==> config.mk <==
export PLATFORM = sky130hd
export DESIGN_NAME = qsd_top
export DESIGN_NICKNAME = d
export VERILOG_FILES = /design/src/qsd_pkg.sv /design/src/qsd_top.sv
export VERILOG_INCLUDE_DIRS = /design/src
export SDC_FILE = /design/constraint.sdc
export NUM_CORES = 1
export LEC_CHECK = 0
export BUFFER_PORTS_ARGS = -buffer_cell sky130_fd_sc_hd__buf_2
export CAP_MARGIN = 40
export CORE_MARGIN = 1
export CORE_UTILIZATION = 57
export CTS_CLUSTER_SIZE = 16
export DETAILED_ROUTE_END_ITERATION = 8
export PLACE_DENSITY = 0.86
export SLEW_MARGIN = 20
export SYNTH_ARGS = -nofsm -noshare
export SYNTH_HDL_FRONTEND = slang
export SYNTH_SLANG_ARGS = --single-unit
==> constraint.sdc <==
create_clock -name CLK -period 3.26 [get_ports CLK]
set_input_delay 0 -clock CLK [delete_from_list [all_inputs] [get_ports CLK]]
set_output_delay 0 -clock CLK [all_outputs]
set_load 0.05 [all_outputs]
==> src/qsd_map.svh <==
`ifndef QSD_MAP_SVH
`define QSD_MAP_SVH
// ==========================================
// Register offsets
`define QSD_OFF_TASK 8'h00
`define QSD_OFF_PERIOD 8'h04
`define QSD_OFF_STEP 8'h08
`define QSD_OFF_ACC 8'h0c
`define QSD_OFF_DBL 8'h10
`define QSD_OFF_EVENT 8'h14
`define QSD_OFF_MASK 8'h18
`define QSD_OFF_STATUS 8'h1c
// ==========================================
// Task bits in the task register
`define QSD_TASK_START 0
`define QSD_TASK_STOP 1
`define QSD_TASK_CLR_ACC 2
`define QSD_TASK_CLR_DBL 3
// ==========================================
// Event bits, shared by the event and mask registers
`define QSD_EV_STEP 0
`define QSD_EV_OVF 1
`define QSD_EV_STOP 2
`define QSD_EV_W 3
// ==========================================
// Reset values
`define QSD_PERIOD_RST 16'h0063
`define QSD_MASK_RST 3'h0
`endif

==> src/qsd_pkg.sv <==
package qsd_pkg;
  // ==========================================
  // Phase pair and sequencer states
  typedef struct packed {
    logic a;
    logic b;
  } qsd_pair_t;
  typedef enum logic [1:0] {
    QSD_IDLE,
    QSD_PRIME,
    QSD_RUN
  } qsd_state_t;
  typedef struct packed {
    logic start;
    logic stop;
    logic clr_acc;
    logic clr_dbl;
  } qsd_task_t;
endpackage : qsd_pkg

==> src/qsd_top.sv <==
// Design decisions made here: the register offsets and strobed register access.
`timescale 1ns/1ns
`include "qsd_map.svh"
// Operation
// - Both phases are sampled once per programmed sample period.
// - After start, sampling continues; each pair is compared with the previous one.
// - Unchanged pair gives step 0; accumulator and double counter stay.
// - Forward transitions give step 1 and increment the accumulator.
// - Reverse transitions give step -1 and decrement the accumulator.
// - Both phases changed gives step 2 and bumps the double counter only.
// - Accumulator adds every +1 or -1 step that does not overflow, never a double step.
// - A step that would overflow is dropped and raises the overflow event.
// - Each new step value written raises the step ready event.
// - Once sampling has ceased after stop, the stopped event is raised.
module qsd_top #(
  parameter int PER_W = 16,
  parameter int ACC_W = 16,
  parameter int DBL_W = 4
) (
  input wire logic CLK,
  input wire logic RSTN,
  input wire logic PHASE_A,
  input wire logic PHASE_B,
  input wire logic [7:0] ADDR,
  input wire logic [31:0] WDATA,
  input wire logic WR,
  input wire logic RD,
  output logic [31:0] RDATA,
  output logic IRQ,
  output logic RUNNING
);
  // ==========================================
  // Input synchronisers
  qsd_pkg::qsd_pair_t pin_meta;
  qsd_pkg::qsd_pair_t pin_sync;
  always_ff @(posedge CLK or negedge RSTN) begin
    if (!RSTN) begin
      pin_meta <= '0;
      pin_sync <= '0;
    end else begin
      pin_meta <= '{a: PHASE_A, b: PHASE_B};
      pin_sync <= pin_meta;
    end
  end

  // ==========================================
  // Bus decode
  qsd_pkg::qsd_task_t task_req;
  logic wr_task;
  logic wr_period;
  logic wr_event;
  logic wr_mask;
  always_comb begin
    wr_task = 1'b0;
    wr_period = 1'b0;
    wr_event = 1'b0;
    wr_mask = 1'b0;
    if (WR && ADDR == `QSD_OFF_TASK) begin
      wr_task = 1'b1;
    end else if (WR && ADDR == `QSD_OFF_PERIOD) begin
      wr_period = 1'b1;
    end else if (WR && ADDR == `QSD_OFF_EVENT) begin
      wr_event = 1'b1;
    end else if (WR && ADDR == `QSD_OFF_MASK) begin
      wr_mask = 1'b1;
    end
    task_req.start = wr_task & WDATA[`QSD_TASK_START];
    task_req.stop = wr_task & WDATA[`QSD_TASK_STOP];
    task_req.clr_acc = wr_task & WDATA[`QSD_TASK_CLR_ACC];
    task_req.clr_dbl = wr_task & WDATA[`QSD_TASK_CLR_DBL];
  end

  // ==========================================
  // Sampler and decoder
  qsd_pkg::qsd_state_t state;
  qsd_pkg::qsd_state_t next_state;
  logic [PER_W-1:0] period;
  logic [PER_W-1:0] next_period;
  logic [PER_W-1:0] timer;
  logic [PER_W-1:0] next_timer;
  qsd_pkg::qsd_pair_t prev;
  qsd_pkg::qsd_pair_t next_prev;
  logic signed [2:0] step;
  logic signed [2:0] next_step;
  logic signed [ACC_W-1:0] acc;
  logic signed [ACC_W-1:0] next_acc;
  logic [DBL_W-1:0] dbl;
  logic [DBL_W-1:0] next_dbl;
  logic fire;
  logic ev_step;
  logic ev_ovf;
  logic ev_stop;
  logic [1:0] diff;
  logic fwd;

  always_comb begin
    next_state = state;
    next_period = period;
    next_timer = timer;
    next_prev = prev;
    next_step = step;
    next_acc = task_req.clr_acc ? '0 : acc;
    next_dbl = task_req.clr_dbl ? '0 : dbl;
    ev_step = 1'b0;
    ev_ovf = 1'b0;
    ev_stop = 1'b0;
    diff = {prev.a ^ pin_sync.a, prev.b ^ pin_sync.b};
    fwd = (pin_sync.a == prev.b);
    fire = (state != qsd_pkg::QSD_IDLE) && (timer == '0);
    if (wr_period) begin
      next_period = WDATA[PER_W-1:0];
    end
    if (state != qsd_pkg::QSD_IDLE) begin
      next_timer = fire ? period : timer - 1'b1;
    end
    if (task_req.stop && state != qsd_pkg::QSD_IDLE) begin
      next_state = qsd_pkg::QSD_IDLE;
      ev_stop = 1'b1;
    end else if (task_req.start && state == qsd_pkg::QSD_IDLE) begin
      next_state = qsd_pkg::QSD_PRIME;
      next_timer = period;
    end else if (fire && state == qsd_pkg::QSD_PRIME) begin
      next_prev = pin_sync;
      next_state = qsd_pkg::QSD_RUN;
    end else if (fire) begin
      next_prev = pin_sync;
      ev_step = 1'b1;
      if (diff == 2'b00) begin
        next_step = 3'sh0;
      end else if (diff == 2'b11) begin
        next_step = 3'sh2;
        if (&next_dbl) begin
          ev_ovf = 1'b1;
        end else begin
          next_dbl = next_dbl + 1'b1;
        end
      end else if (fwd) begin
        next_step = 3'sh1;
        if (next_acc == {1'b0, {(ACC_W-1){1'b1}}}) begin
          ev_ovf = 1'b1;
        end else begin
          next_acc = next_acc + 1'b1;
        end
      end else begin
        next_step = -3'sh1;
        if (next_acc == {1'b1, {(ACC_W-1){1'b0}}}) begin
          ev_ovf = 1'b1;
        end else begin
          next_acc = next_acc - 1'b1;
        end
      end
    end
  end

  always_ff @(posedge CLK or negedge RSTN) begin
    if (!RSTN) begin
      state <= qsd_pkg::QSD_IDLE;
      period <= `QSD_PERIOD_RST;
      timer <= '0;
      prev <= '0;
      step <= '0;
      acc <= '0;
      dbl <= '0;
    end else begin
      state <= next_state;
      period <= next_period;
      timer <= next_timer;
      prev <= next_prev;
      step <= next_step;
      acc <= next_acc;
      dbl <= next_dbl;
    end
  end

  // ==========================================
  // Events, mask, interrupt and read data
  logic [`QSD_EV_W-1:0] events;
  logic [`QSD_EV_W-1:0] next_events;
  logic [`QSD_EV_W-1:0] mask;
  logic [`QSD_EV_W-1:0] next_mask;
  logic [31:0] next_rdata;
  logic next_irq;

  always_comb begin
    next_mask = wr_mask ? WDATA[`QSD_EV_W-1:0] : mask;
    // A new event in the clearing cycle survives the clear
    next_events = events & ~(wr_event ? WDATA[`QSD_EV_W-1:0] : '0);
    next_events[`QSD_EV_STEP] = next_events[`QSD_EV_STEP] | ev_step;
    next_events[`QSD_EV_OVF] = next_events[`QSD_EV_OVF] | ev_ovf;
    next_events[`QSD_EV_STOP] = next_events[`QSD_EV_STOP] | ev_stop;
    next_irq = |(next_events & next_mask);
    next_rdata = '0;
    if (RD && ADDR == `QSD_OFF_PERIOD) begin
      next_rdata[PER_W-1:0] = period;
    end else if (RD && ADDR == `QSD_OFF_STEP) begin
      next_rdata = 32'(step);
    end else if (RD && ADDR == `QSD_OFF_ACC) begin
      next_rdata = 32'(acc);
    end else if (RD && ADDR == `QSD_OFF_DBL) begin
      next_rdata[DBL_W-1:0] = dbl;
    end else if (RD && ADDR == `QSD_OFF_EVENT) begin
      next_rdata[`QSD_EV_W-1:0] = events;
    end else if (RD && ADDR == `QSD_OFF_MASK) begin
      next_rdata[`QSD_EV_W-1:0] = mask;
    end else if (RD && ADDR == `QSD_OFF_STATUS) begin
      next_rdata[0] = (state != qsd_pkg::QSD_IDLE);
    end
  end

  always_ff @(posedge CLK or negedge RSTN) begin
    if (!RSTN) begin
      events <= '0;
      mask <= `QSD_MASK_RST;
      RDATA <= '0;
      IRQ <= 1'b0;
      RUNNING <= 1'b0;
    end else begin
      events <= next_events;
      mask <= next_mask;
      RDATA <= next_rdata;
      IRQ <= next_irq;
      RUNNING <= (next_state != qsd_pkg::QSD_IDLE);
    end
  end
endmodule : qsd_top

==> metrics.md <==
| Metric | Value |
|---|---|
| CP arrival | 3.00 ns |
| Clk sinks | 88 |
| Htree depth | 3 |
| Power share of the clock group | 0.329 |
| Hold violation count in the final report | 0 |
| Crit-path leading delay family | simple AND/OR/NAND/NOR gates |
| Largest net degree at the start of global routing | 58 |
| Period utilisation layout | 0.832 |
| Ys flop type | dfrtp_1 |
| Min Hold Slack | 0.150 ns |
| Multiplexer share of the synthesized area | 0.0683 |
| Height of the die | 95.5 um |
| Status | finished, final reports clean |
| Clock period minus final worst setup slack | 2.71 ns |
| Setup TNS | 0 ns |
| Count of buffers from port buffering | 63 |
| Most frequent CP cell | nor3_1 |
| P&R area growth vs syn | 14.2% |
| Internal Power | 1.75 mW |
| TritonCTS clock tree | yes |
| CTS Buffer Depth | 2 |
| Ys Warns | 0 |
| Wire per inst | 18.7 um |
| Clock skew | 0.00908 ns |
| Sequential element share of the synthesized area | 0.443 |
| Post-synthesis net count | 602 |
| Seq cells post-synth | 88 |
| Initial DRC Count | 440 |
| Inserted Diodes | 0 |
| Dpl hpwl | 8.93 mm |
| Routability cong. | 0.977 |
| Fin. max-slew vios | 0 |
| Crit Path Class | reg2reg |
| Via Count | 4,586 |
| Asr flop ratio synth | 1.00 |
| Path type of the worst min-delay path | in2async |
| Crit path largest cell delay | 0.60 ns |
| Number of synthesized flops with an enable pin | 0 |
| CP Launch Type | flip-flop |
| Max Fclk | 369 MHz |
| # setup viols final | 0 |
| I/O pins | 80 |
| RSZ-0062 raised after global routing | no |
| LEAKAGE | 2.66 nW |
| Initial antenna violation count | 0 |
| Flop pwr share | 0.524 |
| Post-Synth XOR/XNOR Area | 0.0334 |
| Final Net Count | 659 |
| Post-synthesis compound-gate area fraction | 0.151 |
| Slowest-stage cell, CP | or4_1 |
| DRC errors left | 0 |
| VDD IR max | 0.265 mV |
| Clk_lat worst skew | 0.36 ns |
| Worst-path clk slew | 0.10 ns |
| Largest family of logic cells by synthesized area | simple AND/OR/NAND/NOR gates |
| Share of layout cells above drive strength 1 | 0.212 |
| Pwr Density | 437 nW/um2 |
| Post-route ant nets | 0 |
| Post-CTS setup buffer count | 0 |
| CTS Buf Count | 9 |
| Highest net fanout along the worst path | 9 |
| Initial Util | 0.597 |
| Post-Synth Simple-Gate Area | 0.230 |
| Max Cap Viol | 0 |
| Via-per-instance ratio | 6.39 |
| Vias in the first global route | 4,383 |
| Adder-cell share of the synthesized area | 0.0126 |
| CP Capture Type | flip-flop |
| Rows | 33 |
| Worst Path Required | 3.55 ns |
| Tot GR Track Use | 0.312 |
| Drt total wl | 13.4 mm |
| First-pass DRT Iterations | 6 |
| CP Cell Sequence | or4_1 > nor3_1 > and4_4 > nand3_1 > nor3_1 > o2bb2ai_1 |
| Core Region | 8340 um2 |
| Combinational share of power | 0.147 |
| Root buf cell | clkbuf_8 |
| Post-Syn Area | 4980 um2 |
| Net Sw Power | 735 uW |
| Switching Share | 0.295 |
| Max-Slew Margin vs Limit | 0.366 |
| Actual slew at the worst max-slew pin | 0.927 ns |
| Syn_area_per_cell | 9.04 um2 |
| Cell variety after synth | 72 |
| First-pass GRT wire length | 21.5 mm |
| Buffer and inverter count on the worst path | 0 |
| Cells after Synth | 551 |
| Die area | 9120 um2 |
| Chip width | 95.5 um |
| Global route total overflow | 0 |
-- metrics by stage --
step | power (mW) | cell area, um2 | utilization | setup WS (ns) | instances
6_report | 2.49 | 5690 | 0.682 | 0.548 | 718
5_1_grt | 2.59 | 5690 | 0.682 | 0.364 | 718
4_1_cts | 2.49 | 5680 | 0.681 | 0.593 | 717
3_5_place_dp | 1.66 | 5280 | 0.633 | 0.606 | 682
3_3_place_gp | 1.63 | 5250 | 0.629 | 0.662 | 681
2_1_floorplan | 1.53 | 4980 | - | 0.445 | 551
-- repair_timing --
| action | 4_1_cts | 5_1_grt |
|---|---|---|
| gates resized for setup | 0 | 0 |
| hold buffers | 19 | 0 |
| endpoints found under the hold margin | 52 | 0 |
| setup endpoints to repair | 0 | 0 |
-- worst paths after layout --
check                                 start          end  slack [ns]  depth (start not counted)
worst max-delay path               timer[9]       acc[9]        0.55                          6
worst min-delay path                   RSTN     RDATA[1]        0.15                          2
worst max register to register     timer[9]       acc[9]        0.55                          6
worst min register to register  pin_meta[1]  pin_sync[1]        0.36                          0
max in group asynchronous              RSTN    period[6]        2.43                          3
min in group CLK                    ADDR[1]     RDATA[0]        0.19                          5
-- registers in the layout, summed over array words and instances, names as in the netlist --
signal and cells:
RUNNING 1, IRQ 1, RDATA 17, state 2
mask 3, events 3, pin_sync 2, period 16
step 3, dbl 4, timer 16, prev 2
pin_meta 2, acc 16
-- metal layers --
metal,routed length [um],global-route usage,up-vias
met5,0,0,-
met4,249,0.112,0
met1,5640,0.407,2212
met3,1060,0.0447,22
li1,-,-,2079
met2,6450,0.529,273
-- power by group through the flow --
stage / clock [mW] / sequential (mW) / combinational (mW)
final: 0.819 / 1.30 / 0.366
after global routing: 0.869 / 1.32 / 0.408
after CTS: 0.824 / 1.30 / 0.363
after detailed placement: 0 / 1.32 / 0.344
after global placement: 0 / 1.31 / 0.320
after floorplan: 0 / 1.29 / 0.238
-- layout make-up --
class                           count  area [um2]
Clock inverter                      6        75.1
Clock buffer                       10         138
Inverter                           18        67.6
Sequential cell                    88        2210
Multi-Input combinational cell    399        2470
Timing Repair Buffer               92         603
Tap cell                          105         131
Fill cell                         634        2650
-- cells in the mapped netlist, drive strengths merged, types with 12 or more instances --
cell type	n	area [um2]
dfrtp	84	2100
nand2	69	259
nor2	46	173
a21oi	31	159
o21ai	28	140
clkbuf	26	98.8
nor3	25	130
nand3	24	120
mux2	22	248
buf	20	143
inv	18	67.6
xnor2	12	105
-- placed cells by master (no fill, tap or decap), types with 6 or more instances in the layout --
master and instances:
a21oi_1 30, or4_1 6, nor3_1 24, nand4_1 7, o211ai_1 8, dlygate4sd3_1 19
mux2_2 22, nand2_1 69, xor2_1 7, mux2i_1 7, or3_1 8, nand3_1 24
o21ai_0 28, xnor2_1 12, nor2_1 46, a31oi_1 8, dfrtp_1 84, buf_2 62
and3_1 7, clkbuf_8 10, nor4_1 8, inv_1 18, buf_4 9
-- worst reg2reg max path, cell delays in order, from the launching register on --
cell,delay [ns]
dfrtp_1,0.40
or4_1,0.60
nor3_1,0.39
and4_4,0.33
nand3_1,0.31
nor3_1,0.43
o2bb2ai_1,0.16
-- cells by family after synthesis --
family	Yosys count
buffers and inverters	64
multiplexers	30
XOR/XNOR	19
flip-flops	88
AO/OA/AOI/OAI	116
AND/OR/NAND/NOR	229
adder cells (fa/ha/maj)	5
(Power assumes the default switching activity.)
